$ cat src/adtc_map.svh
/*
 * register map, field positions, reset values and timing counts of the
 * converter trigger and control block.
 * assumes 8-bit registers, one per aligned 32-bit wishbone word.
 */
// Summary of operation
// [RQ1] discharge capacitor array before every sample
// [RQ2] compare event with mode 1011 sets go
// [RQ3] every compare event clears the timer counter; the code clears it only for compare mode 1011
// [RQ4] converter off: trigger ignored, timer still cleared
// [RQ5] software picks channel and acquisition beforehand
// [RQ6] unimplemented bits read zero, ignore writes
// [RQ7] 28-pin: parallel port bits unimplemented, kept clear
// [RQ8] completion clears go, sets flag, resumes sampling
// [RQ9] acquisition 2..20 periods; zero means manual
// [RQ10] conversion lasts exactly eleven bit periods
// [RQ11] abort keeps result, waits two periods first
// [RQ12] flag and enable raise high/low request
`ifndef ADTC_MAP_SVH
`define ADTC_MAP_SVH
// byte addresses
`define ADTC_OFF_FLAGS    8'h00
`define ADTC_OFF_ENABLES  8'h04
`define ADTC_OFF_PRIORITY 8'h08
`define ADTC_OFF_RES_HI   8'h0C
`define ADTC_OFF_RES_LO   8'h10
`define ADTC_OFF_CTRL0    8'h14
`define ADTC_OFF_CTRL1    8'h18
`define ADTC_OFF_CTRL2    8'h1C
// field positions
`define ADTC_BIT_PARPORT  7
`define ADTC_BIT_CONV     6
`define ADTC_BIT_EN       0
`define ADTC_BIT_GO       1
`define ADTC_BIT_JUSTIFY  7
// implemented-bit masks and the reset byte
`define ADTC_MASK_CTRL0   8'h3F
`define ADTC_MASK_CTRL1   8'h3F
`define ADTC_MASK_CTRL2   8'hBF
`define ADTC_MASK_28PIN   8'h7F
`define ADTC_MASK_ALL     8'hFF
`define ADTC_RESET_BYTE   8'h00
// compare mode in which a special event counts as a trigger
`define ADTC_TRIG_MODE    4'hB
// timing, in bit periods, and the sar start code
`define ADTC_SETTLE_TAD   5'h02
`define ADTC_CONV_TAD     5'h0B
`define ADTC_LAST_BIT_TAD 5'h0A
`define ADTC_SAR_START    10'h200
`endif

$ cat src/adtc_pkg.sv
/*
 * types of the converter trigger and control block.
 * assumes adtc_map.svh is included where offsets are needed.
 */
package adtc_pkg;
    // sequencer phases
    typedef enum logic [1:0] {
        ST_SETTLE = 2'b00,  // post-cycle wait, array discharging
        ST_TRACK  = 2'b01,  // sampling selected channel
        ST_ACQ    = 2'b10,  // timed acquisition after go
        ST_CONV   = 2'b11   // successive approximation
    } adtc_state_e;

    // signals toward the analog front end
    typedef struct packed {
        logic       discharge;  // capacitor array reset
        logic       sample;     // sample switch closed
        logic       convert;    // comparator in use
        logic [9:0] code;       // dac trial code
        logic [3:0] channel;    // analog mux select
    } adtc_afe_s;
endpackage

$ cat src/adtc_top.sv
/*
 * converter trigger and control: wishbone register file, compare-event
 * trigger, acquisition/conversion sequencer and interrupt request.
 * assumes a synchronous compare event pulse, a comparator bit from the
 * analog core valid within one bit period, and a classic wishbone master.
 */
// Implementation choices: the register addresses and the Wishbone interface to the registers.
`timescale 1ns/1ps
`include "adtc_map.svh"
module adtc_top
    import adtc_pkg::*;
#(
    parameter bit         PIN28       = 1'b1,  // smaller package variant
    parameter logic [7:0] RC_TAD_CLKS = 8'h40  // internal rc period, clocks
) (
    // clock and reset
    input  wire logic        clk_i,
    input  wire logic        rst_i,
    // wishbone slave
    input  wire logic        wb_cyc_i,
    input  wire logic        wb_stb_i,
    input  wire logic        wb_we_i,
    input  wire logic [7:0]  wb_adr_i,
    input  wire logic [3:0]  wb_sel_i,
    input  wire logic [31:0] wb_dat_i,
    output logic      [31:0] wb_dat_o,
    output logic             wb_ack_o,
    // compare unit and its timer
    input  wire logic [3:0]  compare_mode_i,
    input  wire logic        special_event_i,
    output logic             timer_clear_o,
    // analog core
    input  wire logic        cmp_i,
    output adtc_afe_s        afe_o,
    output logic [1:0]       reference_select_o,
    output logic [3:0]       pin_analog_config_o,
    // interrupt requests
    output logic             irq_high_o,
    output logic             irq_low_o
);
    // clocks per bit period for a clock select code
    function automatic logic [7:0] tad_clocks(input logic [2:0] cs);
        case (cs)
            3'h0:    tad_clocks = 8'h02;
            3'h4:    tad_clocks = 8'h04;
            3'h1:    tad_clocks = 8'h08;
            3'h5:    tad_clocks = 8'h10;
            3'h2:    tad_clocks = 8'h20;
            3'h6:    tad_clocks = 8'h40;
            default: tad_clocks = RC_TAD_CLKS;
        endcase
    endfunction

    // automatic acquisition length in bit periods, zero is manual
    function automatic logic [4:0] acq_tads(input logic [2:0] sel);
        case (sel)
            3'h1:    acq_tads = 5'h02;
            3'h2:    acq_tads = 5'h04;
            3'h3:    acq_tads = 5'h06;
            3'h4:    acq_tads = 5'h08;
            3'h5:    acq_tads = 5'h0C;
            3'h6:    acq_tads = 5'h10;
            3'h7:    acq_tads = 5'h14;
            default: acq_tads = 5'h00;
        endcase
    endfunction

    localparam logic [7:0] PARMASK = PIN28 ? `ADTC_MASK_28PIN
                                           : `ADTC_MASK_ALL;

    adtc_state_e state_q, state_d;  // sequencer phase
    logic [7:0]  flags_q;           // peripheral flags
    logic [7:0]  enables_q;         // peripheral enables
    logic [7:0]  prio_q;            // peripheral priorities
    logic [7:0]  res_hi_q;          // result high byte
    logic [7:0]  res_lo_q;          // result low byte
    logic [3:0]  channel_q;         // channel_select
    logic        enable_q;          // converter_enable
    logic        go_q;              // go/done
    logic [5:0]  ctrl1_q;           // reference and pin config
    logic [7:0]  ctrl2_q;           // justify, acq time, clock select
    logic [7:0]  tad_len_q;         // bit period latched while tracking
    logic [7:0]  cyc_q;             // clocks within current period
    logic [4:0]  tad_q;             // periods within current phase
    logic [9:0]  sar_q;             // approximation register
    logic [7:0]  rd_data;           // read mux
    logic        req, wr_w, wr0;
    logic        tick, done_w, trig_hit, start_w, abort_w;
    logic [9:0]  trial;

    // bus decode; a write lands on the edge where ack is high
    assign req    = wb_cyc_i && wb_stb_i;
    assign wr_w   = req && wb_ack_o && wb_we_i && wb_sel_i[0];
    assign wr0    = wr_w && (wb_adr_i == `ADTC_OFF_CTRL0);
    assign tick   = (cyc_q == tad_len_q - 8'h01);
    assign done_w = (state_q == ST_CONV) && go_q && tick &&
                    (tad_q == `ADTC_LAST_BIT_TAD);              // [RQ10]
    assign trig_hit = special_event_i &&
                      (compare_mode_i == `ADTC_TRIG_MODE);
    // go accepted only while tracking with the converter already on; a
    // write that sets go but clears enable must not start a cycle
    assign start_w = enable_q && !go_q && (state_q == ST_TRACK) &&
                     (trig_hit ||                               // [RQ2]
                      (wr0 && wb_dat_i[`ADTC_BIT_GO] &&
                       wb_dat_i[`ADTC_BIT_EN]));                // [RQ4]
    // clearing go, or switching the converter off, aborts
    assign abort_w = go_q && !done_w && wr0 &&
                     (!wb_dat_i[`ADTC_BIT_GO] ||
                      !wb_dat_i[`ADTC_BIT_EN]);                 // [RQ11]

    // single-cycle ack, dropped the cycle after it is given
    always_ff @(posedge clk_i) begin
        if (rst_i) begin
            wb_ack_o <= 1'b0;
            wb_dat_o <= 32'h0000_0000;
        end else begin
            wb_ack_o <= req && !wb_ack_o;
            if (req && !wb_ack_o) begin
                wb_dat_o <= {24'h00_0000, rd_data};
            end
        end
    end

    // read mux; unmapped addresses answer zero
    always_comb begin
        rd_data = `ADTC_RESET_BYTE;
        case (wb_adr_i)
            `ADTC_OFF_FLAGS:    rd_data = flags_q & PARMASK;    // [RQ7]
            `ADTC_OFF_ENABLES:  rd_data = enables_q & PARMASK;
            `ADTC_OFF_PRIORITY: rd_data = prio_q & PARMASK;
            `ADTC_OFF_RES_HI:   rd_data = res_hi_q;
            `ADTC_OFF_RES_LO:   rd_data = res_lo_q;
            `ADTC_OFF_CTRL0:    rd_data = {2'h0, channel_q, go_q,
                                           enable_q};           // [RQ6]
            `ADTC_OFF_CTRL1:    rd_data = {2'h0, ctrl1_q};
            `ADTC_OFF_CTRL2:    rd_data = ctrl2_q & `ADTC_MASK_CTRL2;
            default:            rd_data = `ADTC_RESET_BYTE;
        endcase
    end

    // interrupt registers; completion set wins over a software clear
    always_ff @(posedge clk_i) begin
        if (rst_i) begin
            flags_q   <= `ADTC_RESET_BYTE;
            enables_q <= `ADTC_RESET_BYTE;
            prio_q    <= `ADTC_RESET_BYTE;
        end else begin
            if (wr_w && wb_adr_i == `ADTC_OFF_ENABLES) begin
                enables_q <= wb_dat_i[7:0] & PARMASK;           // [RQ7]
            end
            if (wr_w && wb_adr_i == `ADTC_OFF_PRIORITY) begin
                prio_q <= wb_dat_i[7:0] & PARMASK;
            end
            if (wr_w && wb_adr_i == `ADTC_OFF_FLAGS) begin
                flags_q <= wb_dat_i[7:0] & PARMASK;
            end
            if (done_w) begin
                flags_q[`ADTC_BIT_CONV] <= 1'b1;                // [RQ8]
            end
        end
    end

    // control registers; unimplemented bits are never stored
    always_ff @(posedge clk_i) begin
        if (rst_i) begin
            channel_q <= 4'h0;
            enable_q  <= 1'b0;
            ctrl1_q   <= 6'h00;
            ctrl2_q   <= `ADTC_RESET_BYTE;
        end else begin
            if (wr0) begin
                channel_q <= wb_dat_i[5:2];                     // [RQ5]
                enable_q  <= wb_dat_i[`ADTC_BIT_EN];
            end
            if (wr_w && wb_adr_i == `ADTC_OFF_CTRL1) begin
                ctrl1_q <= wb_dat_i[5:0];                       // [RQ6]
            end
            if (wr_w && wb_adr_i == `ADTC_OFF_CTRL2) begin
                ctrl2_q <= wb_dat_i[7:0] & `ADTC_MASK_CTRL2;
            end
        end
    end

    // go/done: completion and abort clear it, a start sets it
    always_ff @(posedge clk_i) begin
        if (rst_i) begin
            go_q <= 1'b0;
        end else if (done_w || abort_w) begin
            go_q <= 1'b0;                                       // [RQ8]
        end else if (start_w) begin
            go_q <= 1'b1;                                       // [RQ2]
        end
    end

    // timer clear follows every compare event in mode 1011, converter on or off
    always_ff @(posedge clk_i) begin
        if (rst_i) begin
            timer_clear_o <= 1'b0;
        end else begin
            timer_clear_o <= trig_hit;                          // [RQ3] [RQ4]
        end
    end

    // sequencer next phase
    always_comb begin
        state_d = state_q;
        case (state_q)
            ST_SETTLE: begin
                // two periods of discharge before sampling resumes
                if (tick && tad_q == `ADTC_SETTLE_TAD - 5'h01) begin
                    state_d = ST_TRACK;                         // [RQ1] [RQ11]
                end
            end
            ST_TRACK: begin
                if (go_q) begin
                    state_d = (acq_tads(ctrl2_q[5:3]) == 5'h00) ?
                              ST_CONV : ST_ACQ;                 // [RQ9]
                end
            end
            ST_ACQ: begin
                if (!go_q) begin
                    state_d = ST_SETTLE;
                end else if (tick &&
                        tad_q == acq_tads(ctrl2_q[5:3]) - 5'h01) begin
                    state_d = ST_CONV;                          // [RQ9]
                end
            end
            ST_CONV: begin
                // done clears go, so both abort and finish settle
                if (!go_q || done_w) begin
                    state_d = ST_SETTLE;                        // [RQ8] [RQ11]
                end
            end
            default: state_d = ST_SETTLE;
        endcase
    end

    // phase register, bit period length latched outside a cycle so a
    // mid-conversion clock change cannot stretch the conversion
    always_ff @(posedge clk_i) begin
        if (rst_i) begin
            state_q   <= ST_SETTLE;
            tad_len_q <= tad_clocks(3'h0);
        end else begin
            state_q <= state_d;
            if (state_q != ST_ACQ && state_q != ST_CONV) begin
                tad_len_q <= tad_clocks(ctrl2_q[2:0]);
            end
        end
    end

    // period counters restart at every phase change
    always_ff @(posedge clk_i) begin
        if (rst_i || state_q != state_d) begin
            cyc_q <= 8'h00;
            tad_q <= 5'h00;
        end else if (tick) begin
            cyc_q <= 8'h00;
            tad_q <= tad_q + 5'h01;
        end else begin
            cyc_q <= cyc_q + 8'h01;
        end
    end

    // successive approximation: one bit decided per period, the
    // eleventh period closes the conversion
    assign trial = `ADTC_SAR_START >> tad_q;
    always_ff @(posedge clk_i) begin
        if (rst_i) begin
            sar_q <= 10'h000;
        end else if (state_q != ST_CONV && state_d == ST_CONV) begin
            sar_q <= `ADTC_SAR_START;
        end else if (state_q == ST_CONV && tick &&
                     tad_q < `ADTC_LAST_BIT_TAD) begin
            sar_q <= (cmp_i ? sar_q : (sar_q & ~trial)) | (trial >> 1);
        end
    end

    // result registers; abort leaves the previous value
    always_ff @(posedge clk_i) begin
        if (rst_i) begin
            res_hi_q <= `ADTC_RESET_BYTE;
            res_lo_q <= `ADTC_RESET_BYTE;
        end else if (done_w) begin
            if (ctrl2_q[`ADTC_BIT_JUSTIFY]) begin
                res_hi_q <= {6'h00, sar_q[9:8]};
                res_lo_q <= sar_q[7:0];
            end else begin
                res_hi_q <= sar_q[9:2];
                res_lo_q <= {sar_q[1:0], 6'h00};
            end
        end else begin
            if (wr_w && wb_adr_i == `ADTC_OFF_RES_HI) begin
                res_hi_q <= wb_dat_i[7:0];
            end
            if (wr_w && wb_adr_i == `ADTC_OFF_RES_LO) begin
                res_lo_q <= wb_dat_i[7:0];
            end
        end
    end

    // interrupt request steered by priority bit
    always_ff @(posedge clk_i) begin
        if (rst_i) begin
            irq_high_o <= 1'b0;
            irq_low_o  <= 1'b0;
        end else begin
            irq_high_o <= flags_q[`ADTC_BIT_CONV] &&
                          enables_q[`ADTC_BIT_CONV] &&
                          prio_q[`ADTC_BIT_CONV];               // [RQ12]
            irq_low_o  <= flags_q[`ADTC_BIT_CONV] &&
                          enables_q[`ADTC_BIT_CONV] &&
                          !prio_q[`ADTC_BIT_CONV];
        end
    end

    // analog side, straight from state flops
    assign afe_o.discharge   = (state_q == ST_SETTLE);          // [RQ1]
    assign afe_o.sample      = (state_q == ST_TRACK) ||
                               (state_q == ST_ACQ);
    assign afe_o.convert     = (state_q == ST_CONV);
    assign afe_o.code        = sar_q;
    assign afe_o.channel     = channel_q;
    assign reference_select_o  = ctrl1_q[5:4];
    assign pin_analog_config_o = ctrl1_q[3:0];

    // helper: clocks spent in the conversion phase
    logic [11:0] conv_clks_q;
    always_ff @(posedge clk_i) begin
        if (rst_i || state_q != ST_CONV) begin
            conv_clks_q <= 12'h000;
        end else begin
            conv_clks_q <= conv_clks_q + 12'h001;
        end
    end

    property p_discharge;
        @(posedge clk_i) disable iff (rst_i)
        $rose(afe_o.sample) |-> $past(afe_o.discharge);
    endproperty
    a_discharge: assert property (p_discharge) // [RQ1]
        else $error("sampling began without discharge");

    property p_trigger;
        @(posedge clk_i) disable iff (rst_i)
        (trig_hit && enable_q && !go_q && state_q == ST_TRACK)
            |=> go_q ##1 (state_q != ST_TRACK);
    endproperty
    a_trigger: assert property (p_trigger) // [RQ2]
        else $error("trigger did not start a cycle");

    property p_timer;
        @(posedge clk_i) disable iff (rst_i)
        trig_hit |=> timer_clear_o;
    endproperty
    a_timer: assert property (p_timer) // [RQ3]
        else $error("timer clear missing");

    property p_ignored;
        @(posedge clk_i) disable iff (rst_i)
        (trig_hit && !enable_q) |=> !go_q && timer_clear_o;
    endproperty
    a_ignored: assert property (p_ignored) // [RQ4]
        else $error("disabled converter reacted");

    property p_unimpl;
        @(posedge clk_i) disable iff (rst_i)
        (wb_ack_o && wb_adr_i == `ADTC_OFF_CTRL0) |-> wb_dat_o[7:6] == 2'h0;
    endproperty
    a_unimpl: assert property (p_unimpl) // [RQ6]
        else $error("unimplemented bits read nonzero");

    property p_parport;
        @(posedge clk_i) disable iff (rst_i)
        PIN28 |-> !flags_q[`ADTC_BIT_PARPORT] &&
                  !enables_q[`ADTC_BIT_PARPORT];
    endproperty
    a_parport: assert property (p_parport) // [RQ7]
        else $error("parallel port bit set");

    property p_done;
        @(posedge clk_i) disable iff (rst_i)
        done_w |=> !go_q && flags_q[`ADTC_BIT_CONV] && afe_o.discharge;
    endproperty
    a_done: assert property (p_done) // [RQ8]
        else $error("completion effects missing");

    property p_manual;
        @(posedge clk_i) disable iff (rst_i)
        ($rose(go_q) && ctrl2_q[5:3] == 3'h0) |=> state_q == ST_CONV;
    endproperty
    a_manual: assert property (p_manual) // [RQ9]
        else $error("manual start not immediate");

    property p_convlen;
        @(posedge clk_i) disable iff (rst_i)
        done_w |-> conv_clks_q ==
            (12'(`ADTC_CONV_TAD) * 12'(tad_len_q)) - 12'h001;
    endproperty
    a_convlen: assert property (p_convlen) // [RQ10]
        else $error("conversion length wrong");

    property p_abort;
        @(posedge clk_i) disable iff (rst_i)
        (abort_w && state_q == ST_CONV) |=> !go_q ##1
            (state_q == ST_SETTLE && res_hi_q == $past(res_hi_q, 2));
    endproperty
    a_abort: assert property (p_abort) // [RQ11]
        else $error("abort mishandled");

    property p_irq;
        @(posedge clk_i) disable iff (rst_i)
        (flags_q[`ADTC_BIT_CONV] && enables_q[`ADTC_BIT_CONV])
            |=> (irq_high_o || irq_low_o) && !(irq_high_o && irq_low_o);
    endproperty
    a_irq: assert property (p_irq) // [RQ12]
        else $error("interrupt request missing");
endmodule

$ cat config.mk
export PLATFORM = sky130hd
export DESIGN_NAME = adtc_top
export DESIGN_NICKNAME = d
export VERILOG_FILES = /design/src/adtc_pkg.sv /design/src/adtc_top.sv
export VERILOG_INCLUDE_DIRS = /design/src
export SDC_FILE = /design/constraint.sdc
export NUM_CORES = 1
export LEC_CHECK = 0
export BUFFER_PORTS_ARGS = -buffer_cell sky130_fd_sc_hd__buf_2
export CORE_AREA = 10 10 107 109
export CTS_BUF_LIST = sky130_fd_sc_hd__clkbuf_16
export DETAILED_ROUTE_END_ITERATION = 10
export DIE_AREA = 0 0 117 119
export PLACE_DENSITY = 0.83
export SLEW_MARGIN = 20
export SYNTH_ARGS = -nofsm -noshare
export SYNTH_HDL_FRONTEND = slang
export SYNTH_SLANG_ARGS = --single-unit
$ cat constraint.sdc
create_clock -name clk_i -period 5.28 [get_ports clk_i]
set_input_delay 0.528 -clock clk_i [delete_from_list [all_inputs] [get_ports clk_i]]
set_output_delay 0.528 -clock clk_i [all_outputs]
set_load 0.01 [all_outputs]
==> metrics.txt <==
status completed; Clk Latency, worst-skew pair 0.34 ns; Pint 1150 uW; worst slew pin tran 1.14 ns; Yosys cell types 68; Logic pwr share between 10% and 20%; total clock sinks 99; final antenna-violating net count 0; GPL Wtd Cong 0.946; number of synthesized flops with an enable pin 0; Mapped Cells 628; # IOs 114; CP Data Arrival Time 3.81 ns; first-pass GRT wire length about 23000 um; Total Die Area 13900 um2; vias per cell 6.14; P_leak 0.00217 uW; startpoint types register; Max-Cap Viols 0; first-pass detailed-route iteration total 5; largest net degree at the start of global routing between 80 and 90; RSZ-0062 raised after global routing no; Final Setup Violations 0; Clock power frac 39.1%; cts bufs inserted 9; total grt overflow 0; Initial Utilization 56.3%; R2R Path End res_lo_q[6]$_SDFFE_PP0P_; drt drc 0; Worst Skew 0.00575 ns; pwr dens 278 nW/um2; Die Ht about 120 um; DP Area 5580 um2; clk slew on worst S/H paths roughly 0.070 ns; Worst Path Max Fanout 21; GRT Total Usage 19.7%; worst r2r src tad_len_q[1]$_SDFFE_PP1P_; switching power roughly 470 uW; 1st-iter DRT viols 523; FF-to-FF setup slack 1.66 ns; final wirelength 14100 um; CTS tree done; Post-CTS Hold Fix Bufs 0; register area share after synthesis 37.2%; final core utilization approximately three fifths; minimum clock period about 3.6 ns; final instance area roughly 5900 um2; FF-to-FF path depth 9; ys async rst share 0%; Antenna Cells 0; post-CTS resize count 0; # rows 36; drt wl/cell 17.9 um; vias in the first global route 4599; Hold Path Cell Cnt 3; Clk Tree Root Cell clkbuf_16; Crit. End Element register; hold_sp compare_mode_i[0]; Final Max Slew Viols 0; final-report hold violation count 0; Max Fclk 276 MHz; switching part of the total 29.2%; syn avg cell area 8.49 um2; I/O Buffers 62; hold endpoint timer_clear_o$_SDFF_PP0_; Final Cycle Share 68.6%; #FFs+latches synth 99; postcts setup bufs 0; layout cell share with drive strength beyond 1 16.5%; VDD IR-drop max 0.236 mV; final hold slack 0.452 ns; Core ar. 9460 um2; YS warnings 0; # H-tree levels 3; initial antenna violation count 0; Reg power frac 48.4%; Final nets 738; Clock Tree Buf Depth 2; Cell Area, Synth 5330 um2; type of the worst setup path reg -> reg; Most used DFF post-synth dfxtp_1; vias 4842; Hold Path Class in -> reg; Die X 117 um; Setup TNS 0 ns; dpl hpwl 10100 um; Crit path required time 5.47 ns; Rel. slew slack between 20% and 30%; layout overhead on the synthesized area 10.0%
-- power groups by stage --
stage / Sequential [uW] / Clock [uW] / Combinational (uW)
final: 789 / 637 / 203
after floorplan: 795 / 0 / 172
after global routing: 792 / 674 / 225
after CTS: 789 / 646 / 200
after detailed placement: 806 / 0 / 200
after global placement: 805 / 0 / 192
-- critical path: stages (launching register included) --
cell,delay [ns]
dfxtp_1,0.45
inv_1,0.07
ha_1,0.23
nor3b_1,0.16
or3_4,0.39
a2111oi_4,0.43
o2bb2a_1,0.65
nand2b_1,0.60
a211oi_1,0.39
a311oi_1,0.08
-- cell usage after synthesis (3+ instances only) --
| cell type | n | area share, % |
|---|---|---|
| nand4_1 | 13 | 1.5 |
| a22o_1 | 5 | 0.82 |
| a211oi_1 | 13 | 1.8 |
| and3_1 | 6 | 0.70 |
| a21oi_1 | 36 | 3.4 |
| nor3b_1 | 5 | 0.70 |
| xor2_1 | 13 | 2.1 |
| clkbuf_1 | 27 | 1.9 |
| nand3b_1 | 8 | 1.1 |
| mux2i_1 | 29 | 5.4 |
| inv_1 | 11 | 0.77 |
| a22oi_1 | 28 | 3.9 |
| xnor2_1 | 5 | 0.82 |
| or2_2 | 4 | 0.47 |
| nor3_2 | 3 | 0.56 |
| buf_4 | 25 | 3.5 |
| nor2_1 | 59 | 4.2 |
| nand3_1 | 40 | 3.8 |
| nor2b_1 | 12 | 1.4 |
| nand2b_1 | 3 | 0.35 |
| buf_2 | 6 | 0.56 |
| mux2_2 | 12 | 2.5 |
| nor4_1 | 6 | 0.70 |
| nand2_1 | 60 | 4.2 |
| nor3_1 | 20 | 1.9 |
| a221oi_1 | 3 | 0.49 |
| a221o_1 | 3 | 0.56 |
| dfxtp_1 | 99 | 37 |
| ha_1 | 14 | 3.3 |
| o21ai_0 | 14 | 1.3 |
-- state kept, by name, summed over array words and instances (netlist names), 2 cells and up --
name,count
channel_q,4
ctrl1_q,6
ctrl2_q,7
cyc_q,8
enables_q,7
flags_q,7
prio_q,7
res_hi_q,8
res_lo_q,8
sar_q,10
state_q,2
tad_len_q,6
tad_q,5
wb_dat_o,8
-- cell usage in the layout, fill, tap and decap left out, drive strengths merged, types with 4 or more instances in the layout --
cell type   n
dfxtp      99
nand3b      8
nand3      40
conb       24
buf        67
nor4        6
and3        6
a22oi      28
xnor2       5
nand4      13
nand2      60
clkbuf      9
a22o        5
ha         14
inv        15
nor3       23
a211oi     15
nor3b       5
mux2i      29
xor2       13
or2         4
nor2       59
a21oi      36
nor2b      12
o21ai      15
mux2       12
-- metrics by stage --
step	power, uW	std cells	setup slack [ns]
final	1630	788	1.66
after global routing	1690	788	1.36
after CTS	1640	788	1.66
after detailed placement	1010	772	1.67
after global placement	997	772	1.77
after floorplan	967	651	2.64
-- layer usage --
layer  vias to the layer above  wire, um  track usage (%)
li1                       2315         -                -
met1                      2285      5820             24.5
met2                       211      6860             33.1
met3                        31      1160             3.61
met4                         0       293             7.03
met5                         -         0                0
-- final cells by class --
type | instances | area [um2]
inverter | 12 | 45.0
tap | 114 | 143
fill | 861 | 3600
timing repair buffer | 67 | 348
clock inverter | 7 | 60.1
multi-input combinational | 480 | 3060
sequential | 99 | 1980
clock buffer | 9 | 225
-- how the worst max path moves through the flow --
stage	start	to	cells past startpoint
finish	tad_len_q[1]$_SDFFE_PP1P_	res_lo_q[6]$_SDFFE_PP0P_	9
detailed placement	tad_len_q[1]$_SDFFE_PP1P_	res_lo_q[6]$_SDFFE_PP0P_	9
global route	tad_len_q[1]$_SDFFE_PP1P_	res_lo_q[7]$_SDFFE_PP0P_	9
CTS	tad_len_q[1]$_SDFFE_PP1P_	res_lo_q[6]$_SDFFE_PP0P_	9
floorplan	ctrl2_q[5]$_SDFFE_PP0P_	cyc_q[4]$_SDFF_PP0_	11
global placement	tad_len_q[1]$_SDFFE_PP1P_	res_lo_q[7]$_SDFFE_PP0P_	9
-- cells by family (layout without fill, tap and decap cells) --
group | after synthesis | in the layout | synth area share (%)
compound gates | 129 | 129 | 17.4
flops | 99 | 99 | 37.2
mux | 41 | 41 | 7.98
fa+ha+maj | 14 | 14 | 3.29
other cells | 1 | 24 | 0.0704
buf+inv | 72 | 95 | 7.11
simple gates | 254 | 254 | 24.0
xor+xnor | 18 | 18 | 2.96
Power figures use the tool's default switching activity.
